File: config.mk
export PLATFORM = sky130hd
export DESIGN_NAME = clkoc_top
export DESIGN_NICKNAME = d
export VERILOG_FILES = /design/src/clkoc_pkg.sv /design/src/clkoc_div_if.sv /design/src/clkoc_divider.sv /design/src/clkoc_top.sv
export SDC_FILE = /design/constraint.sdc
export NUM_CORES = 1
export LEC_CHECK = 0
export BUFFER_PORTS_ARGS = -buffer_cell sky130_fd_sc_hd__buf_2
export CAP_MARGIN = 40
export CORE_MARGIN = 4
export CORE_UTILIZATION = 45
export DETAILED_ROUTE_END_ITERATION = 10
export PLACE_DENSITY_LB_ADDON = 0.15
export SYNTH_ARGS = -nofsm -noshare
export SYNTH_HDL_FRONTEND = slang
export SYNTH_SLANG_ARGS = --single-unit
File: constraint.sdc
create_clock -name clk -period 4.7 [get_ports clk]
set_input_delay 0.235 -clock clk [delete_from_list [all_inputs] [get_ports clk]]
set_output_delay 0.235 -clock clk [all_outputs]
set_load 0.02 [all_outputs]
File: src/clkoc_pkg.sv
// clkoc_pkg: register map, field positions, reset values and codes of the output channel block
package clkoc_pkg;

    // ********************************************************************
    // widths
    // ********************************************************************
    localparam int DIV_W = 10;
    localparam int PH_W = 11;

    // ********************************************************************
    // register offsets
    // ********************************************************************
    localparam logic [7:0] ADDR_REVISION = 8'h0A;
    localparam logic [7:0] ADDR_RSVD_REV = 8'h0B;
    localparam logic [7:0] ADDR_FAMILY_LO = 8'h0C;
    localparam logic [7:0] ADDR_FAMILY_HI = 8'h0D;
    localparam logic [7:0] ADDR_CHIP_RSVD = 8'h12;
    localparam logic [7:0] ADDR_SLEEP = 8'h13;
    localparam logic [7:0] ADDR_SYNC = 8'h14;
    localparam logic [7:0] ADDR_DIV_LO = 8'h15;
    localparam logic [7:0] ADDR_DIV_HI = 8'h16;
    localparam logic [7:0] ADDR_PH_LO = 8'h17;
    localparam logic [7:0] ADDR_PH_HI = 8'h18;
    localparam logic [7:0] ADDR_DRV = 8'h19;
    localparam logic [7:0] ADDR_SE = 8'h1A;

    // ********************************************************************
    // field positions and writable-bit masks
    // ********************************************************************
    localparam int SLEEP_BIT = 4;
    localparam int SYNC_N_BIT = 0;
    localparam int DRV_PD_BIT = 7;
    localparam int DRV_MASK_BIT = 6;
    localparam int DRV_POL_HI = 5;
    localparam int DRV_POL_LO = 4;
    localparam int DRV_STD_HI = 3;
    localparam int DRV_STD_LO = 1;
    localparam int SE_PEN_BIT = 7;
    localparam int SE_PPOL_HI = 6;
    localparam int SE_PPOL_LO = 5;
    localparam int SE_NEN_BIT = 4;
    localparam int SE_NPOL_HI = 3;
    localparam int SE_NPOL_LO = 2;
    localparam logic [7:0] MASK_SLEEP = 8'h10;
    localparam logic [7:0] MASK_SYNC = 8'h01;
    localparam logic [7:0] MASK_DIV_HI = 8'h03;
    localparam logic [7:0] MASK_PH_HI = 8'h07;
    localparam logic [7:0] MASK_DRV = 8'hFE;
    localparam logic [7:0] MASK_SE = 8'hFC;

    // ********************************************************************
    // reset values
    // ********************************************************************
    localparam logic [7:0] RST_ZERO = 8'h00;
    localparam logic [7:0] RST_SYNC = 8'h01;
    localparam logic [7:0] RST_DRV = 8'h14;
    localparam logic [7:0] CHIP_RSVD_VAL = 8'h02;

    // ********************************************************************
    // polarity and driver standard codes
    // ********************************************************************
    localparam logic [1:0] POL_HIGH = 2'h0;
    localparam logic [1:0] POL_PASS = 2'h1;
    localparam logic [1:0] POL_INV = 2'h2;
    localparam logic [1:0] POL_LOW = 2'h3;
    localparam logic [2:0] STD_HIZ_FIRST = 3'h6;

    typedef enum logic [1:0] {CLKOC_DS_OFF, CLKOC_DS_HOLD, CLKOC_DS_DELAY, CLKOC_DS_RUN}
        clkoc_dstate_t;

    function automatic logic clkoc_pol(input logic [1:0] code, input logic lvl);
        logic r;
        r = 1'b0;
        unique case (code)
            POL_HIGH: r = 1'b1;
            POL_PASS: r = lvl;
            POL_INV: r = ~lvl;
            POL_LOW: r = 1'b0;
        endcase
        return r;
    endfunction : clkoc_pol

endpackage : clkoc_pkg

File: src/clkoc_div_if.sv
// clkoc_div_if: settings into and state out of the channel divider
`timescale 1ns/10ps
interface clkoc_div_if;
    import clkoc_pkg::*;
    logic [DIV_W-1:0] setting;
    logic [PH_W-1:0] phase;
    logic powerdown;
    logic hold;
    logic freeze;
    logic tick;
    logic level;
    logic half_step;
    logic running;
    modport ctrl (output setting, phase, powerdown, hold, freeze,
                  input tick, level, half_step, running);
    modport div (input setting, phase, powerdown, hold, freeze,
                 output tick, level, half_step, running);
endinterface : clkoc_div_if

File: src/clkoc_divider.sv
// clkoc_divider: programmable divider with sync hold and phase offset start delay
`timescale 1ns/10ps
module clkoc_divider
    import clkoc_pkg::*;
(
    input wire logic clk,
    input wire logic rst_n,
    clkoc_div_if.div dif
);

    typedef struct packed {
        clkoc_dstate_t state;
        logic [DIV_W-1:0] cnt;
        logic [PH_W-2:0] dly;
        logic half;
        logic tick;
        logic level;
    } clkoc_div_state_t;

    clkoc_div_state_t st_ff;
    clkoc_div_state_t nxt_st;

    // ********************************************************************
    // next state
    // ********************************************************************
    always_comb begin
        nxt_st = st_ff;
        nxt_st.tick = 1'b0;
        if (dif.freeze) begin
            nxt_st = st_ff;
        end else if (dif.powerdown) begin
            nxt_st.state = CLKOC_DS_OFF;
            nxt_st.cnt = '0;
            nxt_st.level = 1'b0;
        end else if (dif.hold) begin
            // whole input-clock steps load the dly count, the odd half goes out on half_step
            nxt_st.state = CLKOC_DS_HOLD;
            nxt_st.cnt = '0;
            nxt_st.level = 1'b0;
            nxt_st.dly = dif.phase[PH_W-1:1];
            nxt_st.half = dif.phase[0];
        end else begin
            unique case (st_ff.state)
                CLKOC_DS_OFF: begin
                    nxt_st.state = CLKOC_DS_RUN;
                    nxt_st.tick = 1'b1;
                    nxt_st.level = 1'b1;
                end
                CLKOC_DS_HOLD: begin
                    nxt_st.state = CLKOC_DS_DELAY;
                end
                CLKOC_DS_DELAY: begin
                    if (st_ff.dly == '0) begin
                        nxt_st.state = CLKOC_DS_RUN;
                        nxt_st.tick = 1'b1;
                        nxt_st.level = 1'b1;
                    end else begin
                        nxt_st.dly = st_ff.dly - 1'b1;
                    end
                end
                CLKOC_DS_RUN: begin
                    // a setting lowered below the running count ends the period at once
                    // rather than letting the counter wrap through all 1024 states
                    if (st_ff.cnt >= dif.setting) begin
                        nxt_st.cnt = '0;
                        nxt_st.tick = 1'b1;
                        nxt_st.level = 1'b1;
                    end else begin
                        nxt_st.cnt = st_ff.cnt + 1'b1;
                        nxt_st.level = (st_ff.cnt + 1'b1) <= (dif.setting >> 1);
                    end
                end
            endcase
        end
    end

    always_ff @(posedge clk or negedge rst_n) begin
        if (!rst_n) begin
            st_ff <= '{CLKOC_DS_OFF, '0, '0, 1'b0, 1'b0, 1'b0};
        end else begin
            st_ff <= nxt_st;
        end
    end

    assign dif.tick = st_ff.tick;
    assign dif.level = st_ff.level;
    assign dif.half_step = st_ff.half;
    assign dif.running = (st_ff.state == CLKOC_DS_RUN);

    // ********************************************************************
    // checks
    // ********************************************************************
    logic go_ok;
    assign go_ok = !dif.freeze && !dif.powerdown && !dif.hold;
endmodule : clkoc_divider

File: src/clkoc_top.sv
// clkoc_top: registers, sleep, software sync and output drivers of one clock output channel
`timescale 1ns/10ps

// Contract
// - the divider setting is 10 bits, low 8 in one register and bits 9:8 in bits 1:0 of the next.
// - the input clock is divided by the setting plus one, 0 passing it and 1023 giving 1024; setting 0 here holds the output high with no edges.
// - an 11-bit phase offset, 8 low and 3 high bits, is applied in half input-clock steps.
// - sleep mode is on while bit 4 of the sleep register is one, reset value zero.
// - software output sync runs while the active-low sync bit 0 is zero; it resets to one.
// - sync-mask bit 6 at one leaves the divider out of sync; zero, its reset, includes it.
// - bit 7 of the driver control register powers the divider down.
// - driver field 5:4 forces high, passes, inverts or forces low the output, reset pass.
// - driver field 3:1 selects four LVDS levels, HSTL, boosted HSTL or high-Z/CMOS, reset 010.
// - the positive single-ended driver is enabled only while bit 7 is one, reset zero.
// - positive single-ended polarity field 6:5 uses the four polarity codes, reset force high.
// - the negative single-ended driver is enabled only while bit 4 is one, reset zero.
// - negative single-ended polarity field 3:2 uses the same codes, reset force high.
// - an 8-bit read-only revision register identifies the silicon revision.
// - a 16-bit read-only family identifier sits low byte then high byte in two registers.
module clkoc_top
    import clkoc_pkg::*;
#(
    parameter logic [7:0] REVISION_ID = 8'hA5,   // arbitrary value
    parameter logic [15:0] FAMILY_ID = 16'h3C96  // arbitrary value
) (
    input wire logic clk,
    input wire logic arst_n,
    input wire logic [7:0] reg_addr,
    input wire logic [7:0] reg_wdata,
    input wire logic reg_wr,
    input wire logic reg_rd,
    output logic [7:0] reg_rdata,
    output logic sleep_active,
    output logic sw_sync_active,
    output logic [2:0] diff_standard,
    output logic diff_out,
    output logic diff_oe_n,
    output logic pos_out,
    output logic pos_oe_n,
    output logic neg_out,
    output logic neg_oe_n,
    output logic half_step
);

    // ********************************************************************
    // reset release
    // ********************************************************************
    logic [1:0] rst_sync_ff;
    logic rst_n;

    always_ff @(posedge clk or negedge arst_n) begin
        if (!arst_n) begin
            rst_sync_ff <= 2'h0;
        end else begin
            rst_sync_ff <= {rst_sync_ff[0], 1'b1};
        end
    end

    assign rst_n = rst_sync_ff[1];

    // ********************************************************************
    // state
    // ********************************************************************
    typedef struct packed {
        logic [7:0] sleep;
        logic [7:0] sync;
        logic [7:0] div_lo;
        logic [7:0] div_hi;
        logic [7:0] ph_lo;
        logic [7:0] ph_hi;
        logic [7:0] drv;
        logic [7:0] se;
        logic [7:0] rdata;
        logic diff_out;
        logic diff_oe_n;
        logic pos_out;
        logic pos_oe_n;
        logic neg_out;
        logic neg_oe_n;
    } clkoc_top_state_t;

    clkoc_top_state_t st_ff;
    clkoc_top_state_t nxt_st;

    clkoc_div_if dif ();

    logic asleep;
    logic wr_ok;
    logic [7:0] rd_mux;

    assign asleep = st_ff.sleep[SLEEP_BIT];
    // the sleep register itself stays writable, otherwise nothing could wake the block
    assign wr_ok = reg_wr && (!asleep || reg_addr == ADDR_SLEEP);

    // ********************************************************************
    // read decode
    // ********************************************************************
    always_comb begin
        rd_mux = RST_ZERO;
        unique case (reg_addr)
            ADDR_REVISION: rd_mux = REVISION_ID;
            ADDR_RSVD_REV: rd_mux = RST_ZERO;
            ADDR_FAMILY_LO: rd_mux = FAMILY_ID[7:0];
            ADDR_FAMILY_HI: rd_mux = FAMILY_ID[15:8];
            ADDR_CHIP_RSVD: rd_mux = CHIP_RSVD_VAL;
            ADDR_SLEEP: rd_mux = st_ff.sleep;
            ADDR_SYNC: rd_mux = st_ff.sync;
            ADDR_DIV_LO: rd_mux = st_ff.div_lo;
            ADDR_DIV_HI: rd_mux = st_ff.div_hi;
            ADDR_PH_LO: rd_mux = st_ff.ph_lo;
            ADDR_PH_HI: rd_mux = st_ff.ph_hi;
            ADDR_DRV: rd_mux = st_ff.drv;
            ADDR_SE: rd_mux = st_ff.se;
            default: rd_mux = RST_ZERO;
        endcase
    end

    // ********************************************************************
    // divider control
    // ********************************************************************
    assign dif.setting = {st_ff.div_hi[1:0], st_ff.div_lo};
    assign dif.phase = {st_ff.ph_hi[2:0], st_ff.ph_lo};
    assign dif.powerdown = st_ff.drv[DRV_PD_BIT];
    assign dif.hold = !st_ff.sync[SYNC_N_BIT] && !st_ff.drv[DRV_MASK_BIT];
    assign dif.freeze = asleep;

    clkoc_divider u_div (
        .clk(clk),
        .rst_n(rst_n),
        .dif(dif)
    );

    // ********************************************************************
    // next state: register writes, read data, drivers
    // ********************************************************************
    always_comb begin
        nxt_st = st_ff;
        if (wr_ok) begin
            unique case (reg_addr)
                ADDR_SLEEP: nxt_st.sleep = reg_wdata & MASK_SLEEP;
                ADDR_SYNC: nxt_st.sync = reg_wdata & MASK_SYNC;
                ADDR_DIV_LO: nxt_st.div_lo = reg_wdata;
                ADDR_DIV_HI: nxt_st.div_hi = reg_wdata & MASK_DIV_HI;
                ADDR_PH_LO: nxt_st.ph_lo = reg_wdata;
                ADDR_PH_HI: nxt_st.ph_hi = reg_wdata & MASK_PH_HI;
                ADDR_DRV: nxt_st.drv = reg_wdata & MASK_DRV;
                ADDR_SE: nxt_st.se = reg_wdata & MASK_SE;
                default: nxt_st.sleep = st_ff.sleep;
            endcase
        end
        if (reg_rd) begin
            nxt_st.rdata = rd_mux;
        end
        // in sleep the pins keep the last driven levels
        if (!asleep) begin
            nxt_st.diff_out = clkoc_pol(st_ff.drv[DRV_POL_HI:DRV_POL_LO], dif.level);
            nxt_st.diff_oe_n = st_ff.drv[DRV_STD_HI:DRV_STD_LO] >= STD_HIZ_FIRST;
            nxt_st.pos_out = clkoc_pol(st_ff.se[SE_PPOL_HI:SE_PPOL_LO], dif.level);
            nxt_st.pos_oe_n = !st_ff.se[SE_PEN_BIT];
            nxt_st.neg_out = clkoc_pol(st_ff.se[SE_NPOL_HI:SE_NPOL_LO], dif.level);
            nxt_st.neg_oe_n = !st_ff.se[SE_NEN_BIT];
        end
    end

    always_ff @(posedge clk or negedge rst_n) begin
        if (!rst_n) begin
            st_ff <= '{RST_ZERO, RST_SYNC, RST_ZERO, RST_ZERO, RST_ZERO, RST_ZERO,
                       RST_DRV, RST_ZERO, RST_ZERO, 1'b0, 1'b0, 1'b1, 1'b1, 1'b1, 1'b1};
        end else begin
            st_ff <= nxt_st;
        end
    end

    // ********************************************************************
    // outputs
    // ********************************************************************
    assign reg_rdata = st_ff.rdata;
    assign sleep_active = asleep;
    assign sw_sync_active = !st_ff.sync[SYNC_N_BIT];
    assign diff_standard = st_ff.drv[DRV_STD_HI:DRV_STD_LO];
    assign diff_out = st_ff.diff_out;
    assign diff_oe_n = st_ff.diff_oe_n;
    assign pos_out = st_ff.pos_out;
    assign pos_oe_n = st_ff.pos_oe_n;
    assign neg_out = st_ff.neg_out;
    assign neg_oe_n = st_ff.neg_oe_n;
    assign half_step = dif.half_step;
endmodule : clkoc_top

======== Yosys cells after proc, flatten, opt, wreduce, memory -nomap -nowiden ========
Cells that the tools add are included.
storage, ports and cells
  input port bits ......................... 20
  output and inout bits ................... 20
  bits in registers ....................... 76
  word-level logic and storage cells ...... 102
cells by class
  equality and inequality tests ........... 26
  reduce and logical (&&, ||, !) cells .... 30
  $lt $le $gt $ge ......................... 3
  muxes and demuxes ....................... 17
  bitwise operators ....................... 3
  $add $sub $neg .......................... 2
operator list
  cell                                                                  number
  8-bit case mux with 12 select lines                                   1
  8-bit by 5-bit == test with 1-bit output, second input constant       9
  10-bit 2-to-1 mux                                                     4
  8-bit by 4-bit == test with 1-bit output, second input constant       3
  22-bit 2-to-1 mux                                                     1
  2-bit AND reduction                                                   9
  2-bit == test, second input constant                                  8
  12-bit 2-to-1 mux                                                     1
  1-bit case mux with 4 select lines                                    3
  10-bit by 1-bit adder with 10-bit output, second input constant       1
  10-bit >= comparator                                                  1
  10-bit by 9-bit <= comparator with 1-bit output                       1
  10-bit zero test                                                      1
  5-bit nonzero test                                                    2
  10-bit by 1-bit subtractor with 10-bit output, second input constant  1
  3-bit AND reduction                                                   3
  2-bit by 1-bit == test with 1-bit output, second input constant       4
  2-bit zero test                                                       4
  2-bit case mux with 3 select lines                                    1
  1-bit zero test                                                       5
  1-bit 2-to-1 mux                                                      4
  4-bit by 3-bit != test with 1-bit output, second input constant       1
  4-bit AND reduction                                                   1
  3-bit >= comparator, second input constant                            1
  other kinds (8)                                                       11

======== Longest topological paths before layout ========
Gate-level depths: netlist of run 1.
  word-level depth ........................ 6
  gate-level depth with buffers ........... 10
  gate-level depth less buffers ........... 9

======== By module ========
From an unflattened synthesis of run 1, not the netlist that was laid out.
unflattened totals
  cell total of the unflattened synthesis .. 470
  area total of the unflattened synthesis .. 4,718.3 um^2
by module, submodules not included
  module         area each (um^2)  instances  seq. area each (um^2)  cells each
  clkoc_top      2,692.6           1          1,310.0                235
  clkoc_divider  2,025.7           1          625.6                  235

======== Worst setup path after synthesis of run 1 ========
OpenSTA, ideal clock, no wires.
  kind .................................... register to register
  start ................................... register u_div.st_ff[15] (netlist name)
  end ..................................... register u_div.st_ff, in the netlist u_div.dif.level
  setup slack ............................. 2.591 ns
  arrival ................................. 2.039 ns
  cell stages (with the launch flop) ...... 11
  period minus slack after synthesis ...... 2.109 ns
  data required time ...................... 4.631 ns
  path buffers ............................ 1
  setup time .............................. 0.069 ns
  cell sequence ........................... dfrtp_1 > clkbuf_1 > and4_1 > nand4_1 > xnor2_1 > ha_1 > a21oi_1 > nand2_1 > nor4_1 > o211ai_1 > nand3_1
on the way
  cells in the longest elaborated chain, start to end .. 6
  elaborated cells on any way between the ends .. 7
  those cells by class .................... add/sub (1); order compare (2); mux (4)
RTL lines
  what                                             RTL line             source
  start: declaration                               clkoc_divider.sv:20  clkoc_div_state_t st_ff;
  start signal: assignment                         clkoc_divider.sv:79  st_ff <= '{CLKOC_DS_OFF, '0, '0, 1'b0, 1'b0, 1'b0};
  start signal: assignment                         clkoc_divider.sv:81  st_ff <= nxt_st;
  10-bit by 1-bit adder with 10-bit output         clkoc_divider.sv:70  nxt_st.level = (st_ff.cnt + 1'b1) <= (dif.setting >> 1);
  10-bit by 9-bit <= comparator with 1-bit output  clkoc_divider.sv:70
  1-bit 2-to-1 mux (*)                             clkoc_divider.sv:64  if (st_ff.cnt >= dif.setting) begin
  1-bit case mux with 3 select lines (*)           clkoc_divider.sv:43  unique case (st_ff.state)
  1-bit 2-to-1 mux (*)                             clkoc_divider.sv:35  end else if (dif.hold) begin
  1-bit 2-to-1 mux (*)                             clkoc_divider.sv:31  end else if (dif.powerdown) begin
Every way passes the cells marked *; elsewhere a longest branch is shown, timed or not.
A chain may end at the register's enable or synchronous reset.

======== Worst setup path in the final report of run 1 ========
  start ................................... register st_ff[62] (netlist name)
  end ..................................... register u_div.st_ff[20] (netlist name)
on the way
  cells in the longest elaborated chain, start to end .. 4
  elaborated cells on any way between the ends .. 6
  those cells by class .................... mux (2); reduce/logical (4)
RTL lines
  what                                                                       RTL line          source
  start: declaration                                                         clkoc_top.sv:82   clkoc_top_state_t st_ff;
  start signal: assignment                                                   clkoc_top.sv:167  st_ff <= '{RST_ZERO, RST_SYNC, RST_ZERO, RST_ZERO, RST_ZERO, RST_ZERO,
  start signal: assignment                                                   clkoc_top.sv:170  st_ff <= nxt_st;
  1-bit zero test (*)                                                        clkoc_top.sv:124  assign dif.hold = !st_ff.sync[SYNC_N_BIT] && !st_ff.drv[DRV_MASK_BIT];
  1-bit logical AND (*)                                                      clkoc_top.sv:124
  3-bit nonzero test (no line) / 22-bit 2-to-1 mux (equally long branches)   n/a
  2-bit AND reduction (no line) / 12-bit 2-to-1 mux (equally long branches)  n/a
Marks and branches as above.

==> results.json, run 1 <==
{
  "r2r_end": "u_div.st_ff[20]$_DFFE_PN0P_",
  "grt_max_degree": 63,
  "cp_max_fo": 23,
  "critPathKind": "register to register",
  "synth_top_area_share_pct": 37.8,
  "h-tree-depth": 3,
  "layout_min_cycle_time_ns": 2.50,
  "skew_ns": 0.00950,
  "fmax_mhz": 401,
  "max_cap_violations": 0,
  "synth_cells": 465,
  "hold_path_class": "input pin to asynchronous set/reset pin",
  "synthToLayoutAreaGrowth_pct": 9.48,
  "ir_worst_vdd_uv": 208,
  "numPortBuffers": 39,
  "diodes": 0,
  "clock-sinks": 76,
  "nets": 526,
  "setup_viol": 0,
  "path_clk_slew_ns": 0.09,
  "drc": 0,
  "worst_pin_slew_ns": 0.838,
  "cts_tree": "yes",
  "gp_congestion": 0.881,
  "fp.dieH_microns": 109,
  "clock_path_buffers": 2,
  "start_util_pct": 46.5,
  "fin_util_pct": 50.9,
  "leakagePower_nw": 2.22,
  "worstSetupEndpointType": "register",
  "finalHoldViolCount": 0,
  "nFillCells": 944,
  "antenna_found_initial": 0,
  "coreArea_sq_um": 9820,
  "rows": 36,
  "synth_ff_type": "dfrtp_1",
  "yosysSeqAreaShare_pct": 41.8,
  "ys_ff_latch": 76,
  "fin_crit_sh_pct": 53.1,
  "drive_gt1_share_pct": 23.9,
  "root_buffer": "clkbuf_8",
  "dr.first_iter.drc_count": 156,
  "rsz0062_at_grt": "no",
  "required_ns": 4.97,
  "yosysTopAreaCell": "dfrtp_1",
  "grt_pass1_vias": 3437,
  "grt_pass1_wl_mm": 18.6,
  "grt_overflow_total": 0,
  "drv_slew": 0,
  "slew_headroom_pct": 44.0,
  "ys_top_cells_by_area": "dfrtp_1, mux2_2, ha_1",
  "cp_data_arrival_time_ns": 2.77,
  "syn-num-nets": 506,
  "vias_per_cell": 5.72,
  "post_cts_resized": 0,
  "io_pins": 40,
  "synth.avg_cell_area_sq_um": 9.82,
  "yosysWarnings": 0,
  "dieArea_sq_um": 11800,
  "synthArstFlopShare_pct": 100,
  "numCtsBuffers": 9,
  "dp_hpwl_mm": 8.35,
  "die_w_microns": 109,
  "p_per_area_nw_per_um2": 310,
  "rr_worst_depth": 6,
  "reg2reg_slack_ns": 2.20,
  "ant_nets": 0,
  "routedWlPerCell_microns": 18.0,
  "drt-total-wl_mm": 11.2,
  "start_kind": "register",
  "setup-tns-final_ns": 0,
  "vias": 3565,
  "synth_edf_count": 0,
  "syn-cell-area_sq_um": 4570,
  "status": "finished, final reports clean",
  "r2r_start": "st_ff[62]$_DFFE_PN1P_",
  "synthDistinctLibCells": 65,
  "grt_use_total_pct": 20.5,
  "drtPass1Iterations": 5,
  "clock_latency_ns": 0.35
}
-- routing by layer --
metal	GRT usage (%)	up-vias	share of wire, %
met5	0	-	0
met2	32.0	86	47
li1	-	1735	-
met3	3.97	12	5.1
met1	29.4	1732	47
met4	5.23	0	0.91
-- worst max path at each step --
| stage | start | endpoint | slack (ns) | cells past startpoint |
|---|---|---|---|---|
| after global routing | u_div.st_ff[20]$_DFFE_PN0P_ | u_div.st_ff[20]$_DFFE_PN0P_ | 1.85 | 6 |
| after global placement | st_ff[62]$_DFFE_PN1P_ | u_div.st_ff[18]$_DFFE_PN0P_ | 2.24 | 6 |
| after floorplan | rst_sync_ff[1]$_DFF_PN0_ | dif.phase[0]$_DFFE_PN0P_ | 2.44 | 0 |
| after detailed placement | st_ff[62]$_DFFE_PN1P_ | u_div.st_ff[20]$_DFFE_PN0P_ | 2.18 | 6 |
| final | st_ff[62]$_DFFE_PN1P_ | u_div.st_ff[20]$_DFFE_PN0P_ | 2.20 | 6 |
| after CTS | st_ff[62]$_DFFE_PN1P_ | u_div.st_ff[20]$_DFFE_PN0P_ | 2.15 | 6 |
-- repair_timing --
action	4_1_cts	5_1_grt
hold buffers	1	0
setup buffers	0	0
hold endpoints to repair	2	0
-- registers in the layout, summed over array words and instances (netlist names), 2 cells and up --
register       cells
reg_rdata          8
dif.setting       10
u_div.st_ff       22
diff_standard      3
rst_sync_ff        2
dif.phase         11
st_ff             10
-- cell usage after synthesis (11+ instances only) --
library cell	number
clkbuf_1	12
mux2_2	33
a31oi_1	12
buf_4	13
o21ai_0	35
a22oi_1	11
ha_1	21
nand3_1	18
inv_1	25
nor2_1	32
dfrtp_1	69
a21oi_1	17
nand2_1	35
-- where the power goes --
| part | internal, mW | switching (mW) | total [mW] |
|---|---|---|---|
| clock | 0.279 | 0.255 | 0.534 |
| sequential | 0.699 | 0.0459 | 0.745 |
| combinational | 0.104 | 0.165 | 0.269 |
| total | 1.08 | 0.466 | 1.55 |
-- metrics by stage --
step           hold slack (ns)  power [mW]  area, sq um  setup slack, ns  std cells
6_report                 0.172        1.55         5000             2.20        623
5_1_grt                  0.168        1.64         5000             1.85        623
4_1_cts                  0.148        1.57         5000             2.15        623
3_5_place_dp            0.0208        1.03         4780             2.18        606
3_3_place_gp            0.0186        1.02         4750             2.24        605
2_1_floorplan          -0.0606       0.947         4570             2.44        465
-- cells by family after synthesis --
group                    count (synthesis)  synth area share [%]
other                                    1                0.0821
flip-flops                              76                  41.8
buffers and inverters                   60                  6.49
multiplexers                            44                  11.4
AND/OR/NAND/NOR                        138                  15.7
AO/OA/AOI/OAI                          117                  17.1
adder cells (fa/ha/maj)                 21                  5.75
XOR/XNOR                                 8                  1.53
-- critical path, cell delays in order, from the launching register on --
cell,delay [ns]
dfstp_2,0.57
nor2_1,0.05
buf_4,0.20
nor4_1,0.40
nor2b_1,0.73
nand2_1,0.24
o211ai_1,0.21
-- cell usage in the layout, fill, tap and decap left out, drive strengths merged, types with 17 or more instances in the layout --
cell   instances
dfrtp         69
ha            21
o21ai         35
nor2          32
inv           27
a21oi         17
nand3         18
buf           43
nand2         36
mux2          41
-- final cells by class --
type / count / area (sq um) / share of cell area, %
Clock buffer: 12 / 155 / 3.10
Clock inverter: 4 / 55.1 / 1.10
Inverter: 25 / 93.8 / 1.88
Multi-Input combinational cell: 329 / 2360 / 47.2
Sequential cell: 76 / 1910 / 38.3
Tap cell: 133 / 166 / 3.33
Timing Repair Buffer: 44 / 255 / 5.11
Note: power is estimated with default switching activity, not from simulation.
==> run 2: changes to the inputs <==
- clock period: 4.7 -> 2.4 ns (I/O delays scaled with it)
==> run 2 against run 1 <==
Against the previous run:
- clock power grew 95%
- wire length up 3.2%
- setup slack got worse by 2.0 ns
- utilization grew 0.74 points
- via count up 2.3%
- design area grew 1.5%
==> results.json, run 2 (synthesis results as in run 1) <==
{
  "start_kind": "register",
  "fin_crit_sh_pct": 91.7,
  "h-tree-depth": 3,
  "layout_common_cells": "dfrtp_1, buf_2, nand2_1, o21ai_0, mux2_2",
  "leakagePower_nw": 2.26,
  "final_common_cell": "dfrtp_1",
  "fmax_mhz": 454,
  "synthToLayoutAreaGrowth_pct": 11.1,
  "nFillCells": 958,
  "fp.dieH_microns": 109,
  "grt_max_degree": 45,
  "status": "finished, final reports clean",
  "setup-tns-final_ns": 0,
  "dr.first_iter.drc_count": 232,
  "hold_path_class": "input pin to asynchronous set/reset pin",
  "finalHoldViolCount": 0,
  "antenna_found_initial": 0,
  "skew_ns": 0.0105,
  "drc": 0,
  "gp_congestion": 0.920,
  "grt_use_total_pct": 20.8,
  "ant_nets": 0,
  "coreArea_sq_um": 9820,
  "max_cap_violations": 0,
  "totalPowerFinal_mw": 3.08,
  "path_clk_slew_ns": 0.09,
  "rows": 36,
  "ir_worst_vdd_uv": 402,
  "vias_per_cell": 5.75,
  "grt_overflow_total": 0,
  "worstSetupEndpointType": "register",
  "dp_hpwl_mm": 8.75,
  "numPortBuffers": 39,
  "rsz0062_at_grt": "no",
  "critPathCapture": "u_div.dif.level$_DFFE_PN0P_",
  "regMostFlops": "u_div.st_ff",
  "layout_min_cycle_time_ns": 2.20,
  "r2r_start": "u_div.st_ff[14]$_DFFE_PN0P_",
  "io_pins": 40,
  "reg2reg_slack_ns": 0.20,
  "worst_pin_slew_ns": 0.646,
  "p_per_area_nw_per_um2": 608,
  "critPathKind": "register to register",
  "drv_slew": 0,
  "rr_worst_depth": 9,
  "die_w_microns": 109,
  "grt_pass1_vias": 3587,
  "drtPass1Iterations": 5,
  "required_ns": 2.69,
  "drt-total-wl_mm": 11.6,
  "r2r_end": "u_div.dif.level$_DFFE_PN0P_",
  "whs_ns": 0.0599,
  "routedWlPerCell_microns": 18.3,
  "drive_gt1_share_pct": 25.9,
  "largest_reg_flops": 22,
  "clock_path_buffers": 2,
  "grt_pass1_wl_mm": 18.8,
  "dieArea_sq_um": 11800,
  "vias": 3648,
  "setup_viol": 0,
  "cp_max_fo": 6,
  "root_buffer": "clkbuf_8",
  "critPathLaunch": "u_div.st_ff[14]$_DFFE_PN0P_",
  "start_util_pct": 46.5,
  "numCtsBuffers": 9,
  "cts_tree": "yes",
  "clock_latency_ns": 0.36,
  "cp_data_arrival_time_ns": 2.49,
  "slew_headroom_pct": 56.8,
  "nets": 537,
  "clock-sinks": 76,
  "diodes": 0
}
-- run 2: cell types whose count changed in the layout (fill, tap and decap cells not counted), sizes merged --
cell,previous run,this run
clkinv,0,1
inv,27,28
clkinvlp,1,2
buf,43,54
clkbuf,12,9
-- run 2: worst min-delay path by stage --
stage	start	endpoint	slack, ns
5_1_grt	arst_n	rst_sync_ff[1]$_DFF_PN0_	0.06
3_5_place_dp	arst_n	rst_sync_ff[0]$_DFF_PN0_	-0.09
4_1_cts	arst_n	rst_sync_ff[1]$_DFF_PN0_	0.04
2_1_floorplan	arst_n	rst_sync_ff[0]$_DFF_PN0_	-0.18
3_3_place_gp	arst_n	rst_sync_ff[0]$_DFF_PN0_	-0.1
6_report	arst_n	rst_sync_ff[1]$_DFF_PN0_	0.06
-- run 2: layout make-up --
cell class / count / area, sq um / share of cell area [%]
inverters: 25 / 93.8 / 1.85
multi-input cells: 329 / 2360 / 46.5
clock inverters: 7 / 82.6 / 1.63
well taps: 133 / 166 / 3.28
repair buffers: 55 / 330 / 6.51
clock buffers: 9 / 124 / 2.44
flip-flops and latches: 76 / 1920 / 37.8
-- run 2: metrics by stage --
step / worst slack (ns) / utilization, % / instances / instance area [sq um]
5_1_grt: 0.00239 / 51.6 / 634 / 5070
4_1_cts: 0.161 / 51.6 / 634 / 5070
6_report: 0.198 / 51.6 / 634 / 5070
3_5_place_dp: 0.192 / 49.4 / 617 / 4850
3_3_place_gp: 0.212 / 49.4 / 617 / 4850
2_1_floorplan: 0.139 / - / 465 / 4570
-- run 2: metal layers --
metal	vias to the layer above	track usage [%]	share of wire (%)
met3	14	4.14	5.1
met1	1792	29.9	47
met4	0	5.68	1.5
li1	1750	-	-
met2	92	32.0	47
met5	-	0	0
-- run 2: power breakdown --
group / internal [mW] / switching [mW]
clock: 0.497 / 0.547
combinational: 0.238 / 0.334
sequential: 1.37 / 0.0983
-- run 2: what timing repair did --
item | CTS | global route
buffers inserted | 0 | 0
gates resized for setup | 0 | 1
setup endpoints to repair | 0 | 1
hold buffers | 1 | 0
hold endpoints to repair | 2 | 0
-- run 2: worst max-delay path, cell delays in order (launching register included) --
cell and delay, ns:
dfrtp_1 0.45, ha_1 0.31, nand4_1 0.19, xnor2_1 0.17, ha_1 0.30, a21oi_1 0.15
nand2_1 0.08, nor4_1 0.26, o211ai_1 0.13, nand3_1 0.10
==> run 3: changes to the inputs <==
- CORE_UTILIZATION: 45 -> 30
- MAX_ROUTING_LAYER: unset -> met4
- RECOVER_POWER: unset -> 50
==> run 3 against run 2 <==
Against the previous run:
- the run now ends with max-capacitance violations, max-slew violations left
- first-iteration DRC count decreased by 1.7%
- non-clock buffer count shrank 2
- die area increased by 46%
- cell count up 7.7%
- global-route usage shrank 5.3 points
- flip-flop and latch count stayed put
- register-to-register slack got worse by 0.06 ns
- total power is 14% higher
- clock skew down 0.00072 ns
- fmax fell by 2.8%
- largest cell class unchanged
==> results.json, run 3 (synthesis results as in run 1) <==
{
  "fin_crit_sh_pct": 94.4,
  "root_buffer": "clkbuf_16",
  "skew_ns": 0.00976,
  "dr.first_iter.drc_count": 228,
  "post_cts_buffers": 0,
  "start_kind": "register",
  "layout_common_cells": "dfrtp_1, nand2_1, o21ai_0",
  "status": "finished, violations left",
  "nets": 535,
  "cp_max_fo": 8,
  "clock-sinks": 76,
  "max_cap_violations": 1,
  "cts_tree": "yes",
  "p_per_area_nw_per_um2": 675,
  "clock_latency_ns": 0.34,
  "critical_path.max_stage_delay_ns": 0.48,
  "numCtsBuffers": 9,
  "routedWlPerCell_microns": 18.3,
  "leakagePower_nw": 2.26,
  "largest_reg_flops": 22,
  "grt_overflow_total": 0,
  "path_clk_slew_ns": 0.06,
  "setup-tns-final_ns": 0,
  "violations": "max-capacitance violations, max-slew violations",
  "grt_pass1_wl_mm": 20.7,
  "drt-total-wl_mm": 12.5,
  "io_pins": 40,
  "hold_path_class": "input pin to register",
  "fmax_mhz": 442,
  "gp_congestion": 0.855,
  "fp.dieH_microns": 131,
  "dp_hpwl_mm": 9.52,
  "synthToLayoutAreaGrowth_pct": 14.4,
  "vias": 3642,
  "placed_area_sq_um": 4900,
  "setup_viol": 0,
  "grt_max_degree": 43,
  "required_ns": 2.67,
  "drive_gt1_share_pct": 22.6,
  "worstSetupEndpointType": "register",
  "grt_pass1_vias": 3646,
  "vias_per_cell": 5.33,
  "antenna_found_initial": 0,
  "slew_headroom_pct": -19.8,
  "cp_data_arrival_time_ns": 2.53,
  "die_w_microns": 131,
  "clock_path_buffers": 2,
  "drc": 0,
  "coreArea_sq_um": 14700,
  "rsz0062_at_grt": "no",
  "drtPass1Iterations": 5,
  "stdcell_area_sq_um": 5220,
  "h-tree-depth": 3,
  "critical_path.cell_chain": "and4_1 -> nand4_1 -> xnor2_1 -> ha_1 -> a21oi_1 -> nand2_1 -> nor4_1 -> o211ai_1 -> nand3_1",
  "dieArea_sq_um": 17300,
  "final_common_cell": "dfrtp_1",
  "regMostFlops": "u_div.st_ff",
  "crit_slowest_cell": "dfrtp_1",
  "rows": 44,
  "ant_nets": 0,
  "layout_min_cycle_time_ns": 2.26,
  "critPathKind": "register to register",
  "numPortBuffers": 39,
  "grt_use_total_pct": 15.6,
  "finalHoldViolCount": 0,
  "start_util_pct": 31.1,
  "drv_slew": 42,
  "diodes": 0,
  "totalPowerFinal_mw": 3.53,
  "worst_pin_slew_ns": 1.80,
  "ir_worst_vdd_uv": 319
}
[run 3: layout make-up]
| type | instances | area, sq um |
|---|---|---|
| Clock inverter | 4 | 72.6 |
| Tap cell | 184 | 230 |
| Inverter | 25 | 93.8 |
| Timing Repair Buffer | 53 | 299 |
| Sequential cell | 76 | 1910 |
| Multi-Input combinational cell | 329 | 2360 |
| Fill cell | 1512 | 9480 |
| Clock buffer | 12 | 256 |
[run 3: per-stage QoR]
stage / worst slack (ns) / util [%] / hold slack (ns) / instances
floorplan: 0.139 / - / -0.176 / 465
global placement: 0.231 / 33.4 / -0.0946 / 666
detailed placement: 0.147 / 33.4 / -0.0843 / 666
CTS: 0.128 / 35.7 / 0.0883 / 683
global route: 0.00669 / 35.5 / 0.109 / 683
finish: 0.135 / 35.5 / 0.105 / 683
[run 3: worst paths after layout]
check	from	end	slack, ns	cells after the start
max reg2reg	u_div.st_ff[15]$_DFFE_PN0P_	u_div.dif.level$_DFFE_PN0P_	0.14	9
min reg2reg	rst_sync_ff[0]$_DFF_PN0_	rst_sync_ff[1]$_DFF_PN0_	0.36	0
max	u_div.st_ff[15]$_DFFE_PN0P_	u_div.dif.level$_DFFE_PN0P_	0.14	9
min in group asynchronous	arst_n	rst_sync_ff[0]$_DFF_PN0_	0.11	2
max in group asynchronous	rst_sync_ff[1]$_DFF_PN0_	dif.setting[6]$_DFFE_PN0P_	0.60	0
min	reg_wdata[3]	dif.phase[3]$_DFFE_PN0P_	0.10	2
[run 3: power breakdown]
| part | internal (mW) | total, mW | switching (mW) |
|---|---|---|---|
| clock | 0.966 | 1.50 | 0.534 |
| combinational | 0.223 | 0.556 | 0.333 |
| sequential | 1.37 | 1.47 | 0.0994 |
[run 3: worst max-delay path, delay by kind of cell (launching register included)]
family | cells | cell delay, ns
AND/OR/NAND/NOR | 5 | 0.93
flip-flops | 1 | 0.48
adder cells (fa/ha/maj) | 1 | 0.30
AO/OA/AOI/OAI | 2 | 0.29
XOR/XNOR | 1 | 0.18
[run 3: timing repair]
| action | 4_1_cts | 5_1_grt |
|---|---|---|
| setup endpoints to repair | 0 | 1 |
| hold endpoints to repair | 2 | 0 |
| gates resized for setup | 0 | 1 |
| hold buffers | 1 | 0 |
[run 3: layer usage]
metal / part of all wire, % / wire, microns / up-vias / GRT usage [%]
met4: 1.2 / 152 / 0 / 3.91
li1: - / - / 1754 / -
met2: 47 / 5870 / 66 / 23.7
met1: 48 / 6030 / 1809 / 20.9
met5: 0 / 0 / - / -
met3: 3.9 / 486 / 13 / 3.86
